[src/shared/rcs_pkg.sv]
// Constants and types for the receive character status and self-test checker
package rcs_pkg;

  // Status codes on the per-character status output
  localparam logic [2:0] ST_NORMAL    = 3'h0;
  localparam logic [2:0] ST_SPECIAL   = 3'h1;
  localparam logic [2:0] ST_BUF_ERR   = 3'h2;
  localparam logic [2:0] ST_FRAMING   = 3'h3;
  localparam logic [2:0] ST_VIOLATION = 3'h4;
  localparam logic [2:0] ST_LOCK_LOST = 3'h5;
  localparam logic [2:0] ST_DISP_ERR  = 3'h6;
  localparam logic [2:0] ST_RESYNC    = 3'h7;

  // Self-test codes, same encoding, checker meanings
  localparam logic [2:0] ST_BT_DATA_OK  = 3'h0;
  localparam logic [2:0] ST_BT_CMD_OK   = 3'h1;
  localparam logic [2:0] ST_BT_END_GOOD = 3'h2;
  localparam logic [2:0] ST_BT_END_BAD  = 3'h4;
  localparam logic [2:0] ST_BT_START    = 3'h5;
  localparam logic [2:0] ST_BT_MISMATCH = 3'h6;
  localparam logic [2:0] ST_BT_WAIT     = 3'h7;

  // Characters substituted onto the output bus (low 8 bits, control flag separate)
  localparam logic [7:0] CHAR_C0_7 = 8'hE0;
  localparam logic [7:0] CHAR_C1_7 = 8'hE1;
  localparam logic [7:0] CHAR_C2_7 = 8'hE2;
  localparam logic [7:0] CHAR_C4_7 = 8'hE4;

  // Bond mode field: independent when 2'b00 (LL) or upper bit set (H)
  localparam logic [1:0] MODE_INDEP_LL = 2'h0;
  localparam logic [1:0] MODE_BONDED   = 2'h1;

  // Framing-machine counts
  localparam logic [2:0] FRAME_RUN_CNT = 3'h4;
  localparam logic [2:0] DEC_ERR_CNT   = 3'h4;
  localparam logic [2:0] BAD_MINUS_OK  = 3'h4;

  // Reset values
  localparam logic [2:0] RST_STATUS = 3'h5;
  localparam logic [7:0] RST_CHAR   = 8'h00;

  typedef enum logic [2:0] {
    FR_HUNT,
    FR_ACQUIRED,
    FR_SYNCED,
    FR_DELIVER
  } rcs_frame_e;

  typedef enum logic [2:0] {
    BT_START,
    BT_WAIT,
    BT_COMPARE
  } rcs_bist_e;

endpackage

[src/verilog/rcs_rx_status.sv]
// Receive character status coding, bonded framing machine and self-test checker
`timescale 1ns/100ps

// Overview of operation
// - Bonded: bond failure with deskew expiry, or decoder error, returns hunt to start.
// - Acquired state falls back on buffer error, lock loss, decoder error, bond failure.
// - Advance to synced only after four uninterrupted framing characters.
// - Synced loses sync on buffer error, lock loss, four decoder errors, bad-minus-good 4.
// - Enter delivery on the valid character that follows the last framing character while bonded.
// - Delivery state exits only on buffer under/overrun, PLL lock loss, or independent mode being selected.
// - Independent status coding applies when bond mode selects independent (LL or H).
// - Valid data with correct disparity reports 000.
// - Special code other than framing or violation reports 001.
// - Buffer add/drop failure reports 010 under type A; invalid under type B.
// - Framing character reports 011 and its decoded value goes to the bus.
// - Undecodable character reports 100 and drives C0.7.
// - PLL out of lock reports 101, highest priority.
// - Disparity error reports 110 with C4.7, C1.7 or C2.7 on bus.
// - Self-test reports 000 for good data compare, 001 for good command.
// - Self-test reports 010 for valid final character.
// - Self-test reports 100 for invalid final character.
// - Self-test reports 101 before comparing, on lock loss or buffer error.
// - Self-test reports 110 on compare mismatch.
// - Self-test reports 111 while waiting for start-of-test character.
module rcs_rx_status (
  // Clock and reset
  input  wire logic       core_clk,
  input  wire logic       sys_rst,
  // Configuration
  input  wire logic [1:0] rx_bond_mode,
  input  wire logic       status_type_b,
  input  wire logic       selftest_en,
  // Decoded character from the decoder and buffer
  input  wire logic       char_valid,
  input  wire logic [7:0] char_data,
  input  wire logic       char_is_ctrl,
  input  wire logic       framing_char,
  input  wire logic       code_violation,
  input  wire logic       disp_error,
  input  wire logic [7:0] disp_err_char,
  input  wire logic       buf_error,
  input  wire logic       pll_unlocked,
  // Bonding inputs
  input  wire logic       channels_bonded,
  input  wire logic       deskew_expired,
  // Self-test comparator inputs
  input  wire logic       selftest_start_char,
  input  wire logic       selftest_last_char,
  input  wire logic       selftest_match,
  // Outputs to host
  output logic            out_valid,
  output logic [7:0]      out_char,
  output logic            out_ctrl,
  output logic [2:0]      rx_char_status,
  output logic [2:0]      frame_state
);

  typedef struct packed {
    rcs_pkg::rcs_frame_e fr;
    rcs_pkg::rcs_bist_e  bt;
    logic [2:0]          frame_run;
    logic [2:0]          dec_err_run;
    logic [2:0]          bad_minus_ok;
    logic                valid;
    logic [7:0]          chr;
    logic                ctrl;
    logic [2:0]          status;
  } rcs_state_s;

  rcs_state_s st_q;
  rcs_state_s st_d;

  logic indep;
  logic dec_err;
  logic bond_fail;

  // Upper bit set is H, otherwise only LL is independent
  assign indep     = rx_bond_mode[1] || (rx_bond_mode == rcs_pkg::MODE_INDEP_LL);
  assign dec_err   = code_violation || disp_error;
  assign bond_fail = !channels_bonded && deskew_expired;

  always_comb begin
    st_d       = st_q;
    st_d.valid = char_valid;
    if (char_valid) begin
      st_d.chr  = char_data;
      st_d.ctrl = char_is_ctrl;

      // Bonded framing machine
      if (!indep) begin
        case (st_q.fr)
          rcs_pkg::FR_HUNT: begin
            if (bond_fail || dec_err) begin
              st_d.fr = rcs_pkg::FR_HUNT;
            end else if (framing_char) begin
              st_d.fr = rcs_pkg::FR_ACQUIRED;
            end
            st_d.frame_run = framing_char ? 3'h1 : 3'h0;
          end
          rcs_pkg::FR_ACQUIRED: begin
            if (buf_error || pll_unlocked || dec_err || bond_fail) begin
              st_d.fr        = rcs_pkg::FR_HUNT;
              st_d.frame_run = 3'h0;
            end else if (framing_char) begin
              st_d.frame_run = st_q.frame_run + 3'h1;
              if (st_d.frame_run >= rcs_pkg::FRAME_RUN_CNT) begin
                st_d.fr           = rcs_pkg::FR_SYNCED;
                st_d.dec_err_run  = 3'h0;
                st_d.bad_minus_ok = 3'h0;
              end
            end else begin
              // Run broken, keep hunting for four in a row
              st_d.frame_run = 3'h0;
            end
          end
          rcs_pkg::FR_SYNCED: begin
            st_d.dec_err_run = dec_err ? st_q.dec_err_run + 3'h1 : 3'h0;
            if (dec_err) begin
              st_d.bad_minus_ok = st_q.bad_minus_ok + 3'h1;
            end else if (st_q.bad_minus_ok != 3'h0) begin
              st_d.bad_minus_ok = st_q.bad_minus_ok - 3'h1;
            end
            if (buf_error || pll_unlocked ||
                st_d.dec_err_run >= rcs_pkg::DEC_ERR_CNT ||
                st_d.bad_minus_ok >= rcs_pkg::BAD_MINUS_OK) begin
              st_d.fr = rcs_pkg::FR_HUNT;
            end else if (!framing_char && !dec_err && st_q.frame_run != 3'h0 &&
                         channels_bonded) begin
              // Previous character was the last framing character, this one valid
              st_d.fr = rcs_pkg::FR_DELIVER;
            end
            st_d.frame_run = framing_char ? 3'h1 : 3'h0;
          end
          rcs_pkg::FR_DELIVER: begin
            if (buf_error || pll_unlocked) begin
              st_d.fr = rcs_pkg::FR_HUNT;
            end
          end
          default: st_d.fr = rcs_pkg::FR_HUNT;
        endcase
      end else begin
        st_d.fr = rcs_pkg::FR_HUNT;
      end

      // Self-test checker
      if (!selftest_en || pll_unlocked || buf_error) begin
        st_d.bt = rcs_pkg::BT_START;
      end else begin
        case (st_q.bt)
          rcs_pkg::BT_START:   st_d.bt = rcs_pkg::BT_WAIT;
          rcs_pkg::BT_WAIT:    if (selftest_start_char) st_d.bt = rcs_pkg::BT_COMPARE;
          rcs_pkg::BT_COMPARE: st_d.bt = rcs_pkg::BT_COMPARE;
          default:             st_d.bt = rcs_pkg::BT_START;
        endcase
      end

      // Status coding, tests ordered by priority number
      if (selftest_en) begin
        if (st_d.bt == rcs_pkg::BT_START) begin
          st_d.status = rcs_pkg::ST_BT_START;
        end else if (st_d.bt == rcs_pkg::BT_WAIT) begin
          st_d.status = rcs_pkg::ST_BT_WAIT;
        end else if (st_q.bt == rcs_pkg::BT_WAIT) begin
          // Start character just found: first compare result
          st_d.status = char_is_ctrl ? rcs_pkg::ST_BT_CMD_OK : rcs_pkg::ST_BT_DATA_OK;
        end else if (selftest_last_char) begin
          st_d.status = selftest_match ? rcs_pkg::ST_BT_END_GOOD
                                       : rcs_pkg::ST_BT_END_BAD;
        end else if (!selftest_match) begin
          st_d.status = rcs_pkg::ST_BT_MISMATCH;
        end else begin
          st_d.status = char_is_ctrl ? rcs_pkg::ST_BT_CMD_OK : rcs_pkg::ST_BT_DATA_OK;
        end
      end else if (pll_unlocked) begin
        st_d.status = rcs_pkg::ST_LOCK_LOST;
      end else if (buf_error && !status_type_b) begin
        st_d.status = rcs_pkg::ST_BUF_ERR;
      end else if (!indep && st_d.fr != rcs_pkg::FR_DELIVER) begin
        // Bonded and not yet delivering: resync with framing char shown
        st_d.status = rcs_pkg::ST_RESYNC;
      end else if (code_violation) begin
        st_d.status = rcs_pkg::ST_VIOLATION;
        st_d.chr    = rcs_pkg::CHAR_C0_7;
        st_d.ctrl   = 1'b1;
      end else if (framing_char) begin
        st_d.status = rcs_pkg::ST_FRAMING;
      end else if (disp_error) begin
        st_d.status = rcs_pkg::ST_DISP_ERR;
        st_d.chr    = disp_err_char;
        st_d.ctrl   = 1'b1;
      end else if (char_is_ctrl) begin
        st_d.status = rcs_pkg::ST_SPECIAL;
      end else begin
        st_d.status = rcs_pkg::ST_NORMAL;
      end
    end
  end

  always_ff @(posedge core_clk or posedge sys_rst) begin
    if (sys_rst) begin
      st_q.fr           <= rcs_pkg::FR_HUNT;
      st_q.bt           <= rcs_pkg::BT_START;
      st_q.frame_run    <= 3'h0;
      st_q.dec_err_run  <= 3'h0;
      st_q.bad_minus_ok <= 3'h0;
      st_q.valid        <= 1'b0;
      st_q.chr          <= rcs_pkg::RST_CHAR;
      st_q.ctrl         <= 1'b0;
      st_q.status       <= rcs_pkg::RST_STATUS;
    end else begin
      st_q <= st_d;
    end
  end

  assign out_valid      = st_q.valid;
  assign out_char       = st_q.chr;
  assign out_ctrl       = st_q.ctrl;
  assign rx_char_status = st_q.status;
  assign frame_state    = st_q.fr;

endmodule

[config.mk]
export PLATFORM = sky130hd
export DESIGN_NAME = rcs_rx_status
export DESIGN_NICKNAME = d
export VERILOG_FILES = /design/src/shared/rcs_pkg.sv /design/src/verilog/rcs_rx_status.sv
export SDC_FILE = /design/constraint.sdc
export NUM_CORES = 1
export LEC_CHECK = 0
export ABC_AREA = 1
export BUFFER_PORTS_ARGS = -buffer_cell sky130_fd_sc_hd__buf_2
export CELL_PAD_IN_SITES_DETAIL_PLACEMENT = 1
export CELL_PAD_IN_SITES_GLOBAL_PLACEMENT = 2
export CORE_ASPECT_RATIO = 1.2
export CORE_MARGIN = 3
export CORE_UTILIZATION = 32
export DETAILED_ROUTE_END_ITERATION = 8
export PLACE_DENSITY_LB_ADDON = 0.15
export SYNTH_ARGS = -nofsm -noshare
export SYNTH_HDL_FRONTEND = slang
export SYNTH_SLANG_ARGS = --single-unit
[constraint.sdc]
create_clock -name core_clk -period 4.52 [get_ports core_clk]
set_input_delay 0 -clock core_clk [delete_from_list [all_inputs] [get_ports core_clk]]
set_output_delay 0 -clock core_clk [all_outputs]
set_load 0.02 [all_outputs]
==> summary.txt, run 1 <==
Critical path
  • Critical path peak fanout: 14
  • RR Endpoint: out_char[4]
  • Worst path required time: 4.70 ns
  • FF-to-FF setup slack: 2.52 ns
  • Startpoint-to-endpoint class of the critical path: flip-flop to flip-flop
  • Path depth of the worst reg2reg path: 15
  • Kind of start point of the critical path: flip-flop
  • Cell with the largest stage delay on the worst path: sky130_fd_sc_hd__dfrtp_1
  • Source of the worst register-to-register timing path: st_q[13]
  • Chain of cells forming the critical path: inv_1 > ha_1 > inv_1 > nor2_1 > nor2_4 > nand2_2 > nand2_2 > nor2_4 > nand3_2 > nand3_4 > nand3_2 > nand2_1 > nand2_1 > nand2_1 > nand2_1
  • CP dominant cell by count: sky130_fd_sc_hd__nand2_1
  • Startpoint of the worst setup timing path: st_q[13]
  • Type of destination of the critical path: flip-flop
  • CP max stage delay: 0.42 ns
  • Arrival time of the worst setup path: 2.18 ns

Cells and area
  • Layout fillers: 814
  • Final layout net count: 361
  • Share of cells above drive strength 1: 24.8%
  • Most common cell after layout, fill and taps aside: sky130_fd_sc_hd__nand2_1
  • Final Instance Count excl. Fillers: 400
  • Area growth from synthesis to layout: 12.6%
  • Count of inserted antenna diode cells: 0
  • Commonest cells after routing, fill and taps aside: 61 x sky130_fd_sc_hd__nand2_1, 49 x sky130_fd_sc_hd__buf_2, 39 x sky130_fd_sc_hd__inv_1
  • FF+latch area: 703 um2
  • Area taken by multi-input logic gates: 1080 um2
  • Finished layout cell area: 2390 um2

STA
  • Final clock period utilization by the worst path: 44.2%
  • Worst relative slew slack: 36.8%
  • Max-slew violations: 0
  • Upper clock frequency limit: 0.501 GHz
  • Smallest setup slack after layout: 2.52 ns
  • Setup-failing EPs final: 0
  • Final min period: 2.00 ns
  • Worst slew pin tran: 0.945 ns
  • Final total negative setup slack: 0 ns
  • Final hold violation count: 0
  • Setup repair after global routing missed its margin: no
  • Worst setup skew after layout: 0.00735 ns

Placed design
  • DP Cell Count: 395
  • Setup WS pre-CTS: 2.52 ns
  • Post-Place Cell Area: 2300 um2
  • Detailed Place HPWL: 4.45 mm
  • Number of buffers inserted by port buffering: 49
  • Routability Congestion: 0.764

Hold path
  • Hold-critical path endpoint: out_char[0]
  • Startpoint of the most critical hold path: char_data[0]
  • Class of the most critical hold timing path: primary input to flip-flop
  • Worst hold stages: 5

Synth
  • Leading post-synthesis cells by cell area: sky130_fd_sc_hd__dfrtp_1 31%, sky130_fd_sc_hd__nand2_1 11%, sky130_fd_sc_hd__inv_1 6.9%, sky130_fd_sc_hd__o21ai_0 6.1%, sky130_fd_sc_hd__buf_4 5.3%
  • Synthesized cell area: 2120 um2
  • Mean Syn Cell Area: 7.41 um2
  • Synth cell types: 39
  • Post-Syn Nets: 328
  • Ys Warns: 0
  • Sequential share of the synthesized area: 33.2%
  • Post-synthesis cell type with the largest combined area: sky130_fd_sc_hd__dfrtp_1
  • Register bit count reported by yosys: 28
  • Synth top area share: 30.7%
  • Number of standard cells after synthesis: 286

Detailed routing
  • First drt pass iteration count: 4
  • Violation count after the first detailed-routing iteration: 48
  • Via-per-instance ratio: 4.79
  • WL per Instance: 14.1 um
  • Number of remaining DRC errors: 0
  • Number of routed nets with antenna violations: 0
  • Total vias in the final route: 1914
  • Total length of routed wires: 5.64 mm

Die
  • Initial core utilization: 34.1%
  • Area of the die: 7640 um2
  • CORE AREA: 6210 um2
  • Die height: 95.1 um
  • Number of top-level pins: 50
  • Die width: 80.3 um
  • Row count: 31

Clock tree
  • Clock Sinks: 28
  • Post-CTS setup-driven buffer insertion count: 0
  • Root buffer cell: sky130_fd_sc_hd__clkbuf_8
  • Maximum buffer depth of the clock tree: 2
  • Clock insertion delay at the later pin of the skew report: 0.28 ns
  • Clk slew on worst S/H paths: 0.10 ns
  • Number of H-tree levels: 1
  • CTS tree: done
  • Number of gates resized after cts: 0
  • Cts bufs inserted: 3

Global routing
  • Largest net degree at the start of global routing: 29
  • Overall Global Routing Usage: 15.8%
  • Vias in the first global route: 2036
  • Total congestion overflow after global routing: 0
  • Initial antenna violation count: 0
  • Global-route wire length before repair: 9.58 mm

Power and ir drop
  • Power density cells: 257 nW/um2
  • Worst voltage drop across the vdd grid: 0.000127 V
  • Leak pwr: 1.18 nW

Run status
  • Result of the run: finished clean

Run
  • Max capacitance violation total: 0
==> synthesized netlist by cell type, drive strengths merged <==
library cell and count:
dfstp 2, nor3b 1, a21boi 1, ha 8
nand3 20, xor2 1, inv 41, a211oi 4
nor2 30, dfrtp 26, o2111ai 2, clkbuf 3
nand2 67, and3 1, buf 20, nand4 13
or2 1, nor3 3, o311ai 1, o31ai 3
xnor2 1, a21oi 10, clkinv 1, o21ai 26
==> final cells by class <==
type	instances	share of cell area, %
multi-input cells	193	45.4
flip-flops and latches	28	29.5
repair buffers	51	11.0
inverters	42	6.87
well taps	82	4.30
clock buffers	3	1.73
clock inverters	1	1.26
==> worst max path at each step <==
stage                  endpoint  slack [ns]  depth (start not counted)
CTS                 out_char[4]        2.50                         15
detailed placement  out_char[4]        2.52                         15
global placement    out_char[4]        2.60                         15
global route        out_char[2]        2.28                         15
floorplan           out_char[2]        2.84                         15
finish              out_char[4]        2.52                         15
==> report_power, final <==
group          internal, mW  leakage [nW]  total [mW]  switching [mW]
sequential            0.267         0.346       0.277          0.0101
combinational        0.0461         0.800       0.132          0.0858
clock                 0.119        0.0357       0.204          0.0857
total                 0.432          1.18       0.613           0.182
==> metrics by stage <==
stage | utilization (%) | power [mW] | hold slack [ns]
detailed placement | 37.1 | 0.416 | 0.108
global placement | 37.1 | 0.414 | 0.104
global route | 38.4 | 0.654 | 0.0300
finish | 38.4 | 0.613 | 0.00644
CTS | 38.4 | 0.627 | 0.00819
floorplan | - | 0.384 | 0.0314
==> per-layer routing <==
metal / GRT usage, % / share of wire, % / vias up
met3: 1.70 / 3.2 / 2
met5: 0 / 0 / -
met2: 28.2 / 52 / 34
met1: 20.2 / 44 / 901
li1: - / - / 977
met4: 3.66 / 0.50 / 0
==> state kept, by name, indices dropped and copies added (netlist names) <==
name,flops
out_valid,1
out_char,8
st_q,12
frame_state,3
out_ctrl,1
rx_char_status,3
==> cells by family after synthesis <==
logic type               synth area share [%]
AND/OR/NAND/NOR                          32.3
buffers and inverters                    15.7
AO/OA/AOI/OAI                            13.2
flip-flops                               33.2
adder cells (fa/ha/maj)                  4.73
XOR/XNOR                                0.827
==> worst max-delay path, delay by kind of cell (launching register included) <==
family | cells | cell delay (ns)
adders and majority gates | 1 | 0.15
buffers and inverters | 2 | 0.13
DFF | 1 | 0.42
and+or+nand+nor | 12 | 1.19
==> repair_timing <==
item,in CTS,in global routing
endpoints found under the setup margin,0,0
endpoints found under the hold margin,26,0
hold buffers,1,0
Note: power is estimated with default switching activity, not from simulation.
==> inputs of run 2 (changes only) <==
--- a/config.mk
+++ b/config.mk
@@ -11,7 +11,7 @@
 export CELL_PAD_IN_SITES_GLOBAL_PLACEMENT = 2
 export CORE_ASPECT_RATIO = 1.2
 export CORE_MARGIN = 3
-export CORE_UTILIZATION = 32
+export CORE_UTILIZATION = 27
 export DETAILED_ROUTE_END_ITERATION = 8
 export PLACE_DENSITY_LB_ADDON = 0.15
 export SYNTH_ARGS = -nofsm -noshare
==> constraint.sdc (replaced) <==
create_clock -name core_clk -period 1.6 [get_ports core_clk]
set_input_delay 0 -clock core_clk [delete_from_list [all_inputs] [get_ports core_clk]]
set_output_delay 0 -clock core_clk [all_outputs]
set_load 0.02 [all_outputs]
==> run 2 against run 1 <==
Net effect:
- the run now ends with setup timing left
- flip-flop and latch count unchanged
- sequential power grew to 2.8 times the previous value
- highest routed layer unchanged
- cell area rose by 18%
- worst setup slack worse by 2.7 ns
- power grew to 3.0 times the previous value
- cell count up 11%
- routed wire length grew 8.4%
- count of clock-buffer cells in the layout unchanged
- clock skew up 0.0080 ns
- die area rose by 17%
- first-iteration DRC count shrank 8.3%
- global-route usage down 1.2 points
==> summary.txt, run 2 (synthesis results as in run 1) <==
Critical path
  • Startpoint-to-endpoint class of the critical path: flip-flop to flip-flop
  • Source of the worst register-to-register timing path: st_q[13]
  • Arrival time of the worst setup path: 1.97 ns
  • Buffers & Inverters on Critical Path: 2
  • Type of destination of the critical path: flip-flop
  • Chain of cells forming the critical path: inv_2 > ha_4 > inv_2 > nor2_4 > nor2_4 > nand2_2 > nand2_4 > nor2_4 > nand3_2 > nand3_4 > nand3_4 > nand2_1 > nand2_1 > nand2_1 > nand2_1
  • Top Family by Delay on Critical Path: simple AND/OR/NAND/NOR gates
  • FF-to-FF setup slack: -0.19 ns
  • CP max stage delay: 0.42 ns
  • Critical path peak fanout: 7
  • Worst path required time: 1.78 ns
  • CP dominant cell by count: sky130_fd_sc_hd__nand2_1
  • Path depth of the worst reg2reg path: 15
  • Kind of start point of the critical path: flip-flop
  • RR Endpoint: out_char[2]
  • Cell with the largest stage delay on the worst path: sky130_fd_sc_hd__dfrtp_1

Run status
  • Result of the run: complete, but fails checks
  • Violated checks: setup timing

STA
  • Smallest setup slack after layout: -0.187 ns
  • Final total negative setup slack: -1.64 ns
  • Max-slew violations: 0
  • Worst relative slew slack: 62.7%
  • Setup repair after global routing missed its margin: yes
  • Setup-failing EPs final: 13
  • Min Hold Slack: 0.0142 ns
  • Final min period: 1.79 ns
  • Worst setup skew after layout: 0.0153 ns
  • Final clock period utilization by the worst path: 112%
  • Worst slew pin tran: 0.559 ns
  • Upper clock frequency limit: 0.560 GHz
  • Final hold violation count: 0

Cells and area
  • Count of inserted antenna diode cells: 0
  • Area growth from synthesis to layout: 32.7%
  • Commonest cells after routing, fill and taps aside: 56 x sky130_fd_sc_hd__nand2_1, 49 x sky130_fd_sc_hd__buf_2, 35 x sky130_fd_sc_hd__inv_1
  • Flip-flop count of the largest register, all copies and words added: 12
  • Finished layout cell area: 2810 um2
  • Most common cell after layout, fill and taps aside: sky130_fd_sc_hd__nand2_1
  • Final layout net count: 398
  • Share of cells above drive strength 1: 38.6%
  • Largest Register: st_q

Detailed routing
  • Violation count after the first detailed-routing iteration: 44
  • Total vias in the final route: 2104
  • Total length of routed wires: 6.11 mm
  • First drt pass iteration count: 4
  • WL per Instance: 13.7 um
  • Number of routed nets with antenna violations: 0
  • Number of remaining DRC errors: 0
  • Via-per-instance ratio: 4.73

Hold path
  • Worst hold stages: 3
  • Class of the most critical hold timing path: primary input to flip-flop
  • Hold-critical path endpoint: st_q[20]
  • Startpoint of the most critical hold path: framing_char

Die
  • Row count: 34
  • Die width: 86.9 um
  • Number of top-level pins: 50
  • Initial core utilization: 28.5%
  • CORE AREA: 7440 um2
  • Die height: 103 um
  • Area of the die: 8950 um2

Power and ir drop
  • Power after layout: 1.82 mW
  • Switching power share of the total: 30.0%
  • Share of total power in the clock network: 32.3%
  • Worst voltage drop across the vdd grid: 0.000323 V
  • Combinational group share of total power: 24.7%
  • Power density cells: 646 nW/um2
  • Internal: 1.27 mW
  • Switching power summed over all nets: 0.545 mW
  • Leak pwr: 1.40 nW
  • Sequential fraction of design power: 43.0%

Clock tree
  • Number of H-tree levels: 1
  • Clock insertion delay at the later pin of the skew report: 0.29 ns
  • Cts bufs inserted: 3
  • Clock Sinks: 28
  • Root buffer cell: sky130_fd_sc_hd__clkbuf_8
  • CTS tree: done
  • Maximum buffer depth of the clock tree: 2
  • Clk slew on worst S/H paths: 0.12 ns

Placed design
  • Detailed Place HPWL: 4.86 mm
  • Routability Congestion: 0.765
  • Post-Place Cell Area: 2570 um2
  • Number of buffers inserted by port buffering: 49

Global routing
  • Largest net degree at the start of global routing: 29
  • Total congestion overflow after global routing: 0
  • Overall Global Routing Usage: 14.6%
  • Initial antenna violation count: 0
  • Global-route wire length before repair: 10.5 mm
  • Vias in the first global route: 2211

Run
  • Max capacitance violation total: 0
run 2: worst register-to-register path, stage by stage, from the launching register on:
cell	delay, ns
sky130_fd_sc_hd__dfrtp_1	0.42
sky130_fd_sc_hd__inv_2	0.11
sky130_fd_sc_hd__ha_4	0.14
sky130_fd_sc_hd__inv_2	0.04
sky130_fd_sc_hd__nor2_4	0.10
sky130_fd_sc_hd__nor2_4	0.04
sky130_fd_sc_hd__nand2_2	0.06
sky130_fd_sc_hd__nand2_4	0.05
sky130_fd_sc_hd__nor2_4	0.09
sky130_fd_sc_hd__nand3_2	0.09
sky130_fd_sc_hd__nand3_4	0.13
sky130_fd_sc_hd__nand3_4	0.14
sky130_fd_sc_hd__nand2_1	0.11
sky130_fd_sc_hd__nand2_1	0.05
sky130_fd_sc_hd__nand2_1	0.06
sky130_fd_sc_hd__nand2_1	0.04
run 2: through the flow:
| step | utilization [%] | std cells | worst slack [ns] |
|---|---|---|---|
| 2_1_floorplan | - | 286 | -0.0191 |
| 3_3_place_gp | 34.6 | 435 | -0.167 |
| 3_5_place_dp | 34.6 | 435 | -0.215 |
| 4_1_cts | 36.1 | 442 | -0.224 |
| 5_1_grt | 37.8 | 445 | -0.349 |
| 6_report | 37.8 | 445 | -0.187 |
run 2: final cells by class:
| class | instances | area (um2) |
|---|---|---|
| Multi-Input combinational cell | 193 | 1190 |
| Fill cell | 938 | 4630 |
| Inverter | 42 | 168 |
| Clock buffer | 3 | 41.3 |
| Clock inverter | 1 | 30.0 |
| Sequential cell | 28 | 703 |
| Tap cell | 90 | 113 |
| Timing Repair Buffer | 88 | 562 |
run 2: worst max path at each step:
stage / from / endpoint / cells after the start
floorplan: st_q[13] / out_char[1] / 14
global placement: st_q[13] / rx_char_status[2] / 14
detailed placement: st_q[13] / out_char[4] / 15
CTS: st_q[13] / out_char[4] / 15
global route: st_q[13] / out_char[2] / 15
finish: st_q[13] / out_char[2] / 15
run 2: power by group through the flow:
stage | Sequential, mW | Clock, mW | Combinational (mW)
2_1_floorplan | 0.794 | 0 | 0.294
3_3_place_gp | 0.794 | 0 | 0.427
4_1_cts | 0.782 | 0.606 | 0.436
3_5_place_dp | 0.794 | 0 | 0.431
5_1_grt | 0.789 | 0.634 | 0.510
6_report | 0.781 | 0.587 | 0.449
run 2: what timing repair did:
action | CTS | global route
hold buffers | 2 | 0
setup buffers | 1 | 3
gates resized for setup | 9 | 30
pin swaps | 6 | 12
endpoints found under the setup margin | 19 | 21
endpoints found under the hold margin | 27 | 0
gates cloned | 0 | 0
run 2: routing by layer:
layer	GRT usage (%)	up-vias	share of wire, %
met5	0	-	0
met2	27.2	29	51
met4	3.24	0	0.69
met1	17.5	1014	45
li1	-	1059	-
met3	2.08	2	3.3
==> inputs of run 3 (changes only) <==
--- a/config.mk
+++ b/config.mk
@@ -10,8 +10,7 @@
 export CELL_PAD_IN_SITES_DETAIL_PLACEMENT = 1
 export CELL_PAD_IN_SITES_GLOBAL_PLACEMENT = 2
 export CORE_ASPECT_RATIO = 1.2
-export CORE_MARGIN = 3
-export CORE_UTILIZATION = 27
+export CORE_UTILIZATION = 30
 export DETAILED_ROUTE_END_ITERATION = 8
 export PLACE_DENSITY_LB_ADDON = 0.15
 export SYNTH_ARGS = -nofsm -noshare
==> constraint.sdc (replaced) <==
create_clock -name core_clk -period 1.73 [get_ports core_clk]
set_input_delay 0 -clock core_clk [delete_from_list [all_inputs] [get_ports core_clk]]
set_output_delay 0 -clock core_clk [all_outputs]
set_load 0.02 [all_outputs]
==> run 3 against run 2 <==
Net effect:
- the run still ends with setup timing left
- hold slack got worse by 0.0048 ns
- combinational power decreased by 12%
- clock power fell by 28%
- flip-flop and latch count unchanged
- utilization is 0.67 points higher
- worst setup slack improved by 0.17 ns
- first-iteration DRC count up 82%
- clock skew is 0.0073 ns lower
- cell count decreased by 3.8%
- cell area decreased by 6.9%
- power is 15% lower
- sequential power decreased by 7.4%
- highest routed layer unchanged
==> summary.txt, run 3 (synthesis results as in run 1) <==
Run status
  • Result of the run: complete, but fails checks
  • Violated checks: setup timing

STA
  • Worst slew pin tran: 0.638 ns
  • Smallest setup slack after layout: -0.0161 ns
  • Final hold violation count: 0
  • Worst setup skew after layout: 0.00797 ns
  • Setup repair after global routing missed its margin: yes
  • Final clock period utilization by the worst path: 101%
  • Upper clock frequency limit: 0.573 GHz
  • Max-slew violations: 0
  • Final total negative setup slack: -0.0462 ns
  • Final min period: 1.75 ns
  • Setup-failing EPs final: 5
  • Min Hold Slack: 0.00938 ns
  • Worst relative slew slack: 57.0%

Die
  • Die width: 78.7 um
  • CORE AREA: 6810 um2
  • Area of the die: 7400 um2
  • Initial core utilization: 31.1%
  • Number of top-level pins: 50
  • Die height: 94.1 um
  • Row count: 33

Cells and area
  • Area growth from synthesis to layout: 23.6%
  • Flip-flop count of the largest register, all copies and words added: 12
  • Final layout net count: 384
  • Share of cells above drive strength 1: 34.3%
  • Commonest cells after routing, fill and taps aside: 58 x sky130_fd_sc_hd__nand2_1, 49 x sky130_fd_sc_hd__buf_2, 36 x sky130_fd_sc_hd__inv_1
  • Largest Register: st_q
  • Most common cell after layout, fill and taps aside: sky130_fd_sc_hd__nand2_1
  • Count of inserted antenna diode cells: 0

Detailed routing
  • Violation count after the first detailed-routing iteration: 80
  • Number of remaining DRC errors: 0
  • First drt pass iteration count: 4
  • Total length of routed wires: 5.84 mm
  • Total vias in the final route: 2000
  • WL per Instance: 13.6 um
  • Number of routed nets with antenna violations: 0
  • Via-per-instance ratio: 4.67

Global routing
  • Total congestion overflow after global routing: 0
  • Global-route wire length before repair: 10.1 mm
  • Overall Global Routing Usage: 17.5%
  • Vias in the first global route: 2058
  • Initial antenna violation count: 0
  • Largest net degree at the start of global routing: 29

Clock tree
  • Root buffer cell: sky130_fd_sc_hd__clkbuf_8
  • Clock insertion delay at the later pin of the skew report: 0.28 ns
  • Number of H-tree levels: 1
  • Cts bufs inserted: 3
  • Clk slew on worst S/H paths: 0.11 ns
  • CTS tree: done
  • Clock Sinks: 28
  • Maximum buffer depth of the clock tree: 2

Critical path
  • Kind of start point of the critical path: flip-flop
  • Startpoint-to-endpoint class of the critical path: flip-flop to flip-flop
  • Arrival time of the worst setup path: 1.97 ns
  • Type of destination of the critical path: flip-flop
  • Worst path required time: 1.95 ns
  • Critical path peak fanout: 6

Run
  • Max capacitance violation total: 0

Placed design
  • Number of buffers inserted by port buffering: 49
  • Detailed Place HPWL: 4.63 mm
  • Routability Congestion: 0.848

Power and ir drop
  • Power after layout: 1.54 mW
  • Leak pwr: 1.29 nW
  • Worst voltage drop across the vdd grid: 0.000334 V
  • Power density cells: 590 nW/um2

Hold path
  • Class of the most critical hold timing path: primary input to flip-flop
==> run 3: changes by cell type in the layout (fill, tap and decap cells not counted), sizes merged <==
| cell | previous run | this run |
|---|---|---|
| clkbuf | 3 | 4 |
| bufinv | 1 | 0 |
| buf | 86 | 73 |
| dlygate4sd3 | 2 | 1 |
==> run 3: timing repair <==
action	4_1_cts	5_1_grt
pin swaps	6	3
hold buffers	1	0
endpoints found under the hold margin	26	0
resized for setup	12	11
buffers inserted	1	1
endpoints found under the setup margin	12	16
==> run 3: cell type report <==
type / instances / area (um2)
clock buffer: 4 / 55.1
timing repair buffer: 74 / 447
fill: 901 / 4190
sequential: 28 / 703
tap: 87 / 109
inverter: 42 / 164
multi-input combinational: 193 / 1140
==> run 3: power breakdown <==
group / switching, mW / internal [mW] / leakage (nW)
registers: 0.0257 / 0.698 / 0.346
logic: 0.241 / 0.155 / 0.916
clock network: 0.221 / 0.204 / 0.0288
total: 0.488 / 1.06 / 1.29
==> run 3: worst paths after layout <==
kind / startpoint / to / slack, ns / depth (start not counted)
hold / removal: char_data[0] / out_char[0] / 0.009 / 5
hold reg to reg: rx_char_status[0] / rx_char_status[0] / 0.48 / 2
min in group asynchronous: sys_rst / st_q[20] / 0.35 / 4
setup reg to reg: st_q[13] / out_char[0] / -0.02 / 15
setup / recovery: st_q[13] / out_char[0] / -0.02 / 15
max in group asynchronous: sys_rst / rx_char_status[2] / 1.05 / 4
==> run 3: worst max-delay path, cell delays in order (launching register included) <==
cell and delay, ns:
sky130_fd_sc_hd__dfrtp_1 0.42, sky130_fd_sc_hd__inv_2 0.08, sky130_fd_sc_hd__ha_1 0.16, sky130_fd_sc_hd__inv_2 0.05
sky130_fd_sc_hd__nor2_4 0.11, sky130_fd_sc_hd__nor2_4 0.04, sky130_fd_sc_hd__nand2_2 0.05, sky130_fd_sc_hd__nand2_2 0.06
sky130_fd_sc_hd__nor2_4 0.10, sky130_fd_sc_hd__nand3_2 0.09, sky130_fd_sc_hd__nand3_4 0.12, sky130_fd_sc_hd__buf_6 0.13
sky130_fd_sc_hd__nand4_1 0.07, sky130_fd_sc_hd__nand2_1 0.10, sky130_fd_sc_hd__nand2_1 0.06, sky130_fd_sc_hd__nand2_1 0.05
==> run 3: metrics by stage <==
stage          worst slack (ns)  instance area (um2)  utilization (%)  cells
3_5_place_dp             -0.168                 2470             36.2    421
2_1_floorplan            0.0515                 2120                -    286
6_report                -0.0161                 2620             38.4    428
3_3_place_gp            -0.0609                 2470             36.2    421
4_1_cts                 -0.0323                 2570             37.7    427
5_1_grt                  -0.197                 2620             38.4    428
==> run 3: routing by layer <==
metal / vias to the layer above / GRT usage, % / part of all wire (%)
li1: 1023 / - / -
met5: - / 0 / 0
met4: 0 / 3.70 / 0.51
met3: 2 / 1.75 / 2.3
met2: 23 / 31.8 / 51
met1: 952 / 22.1 / 46
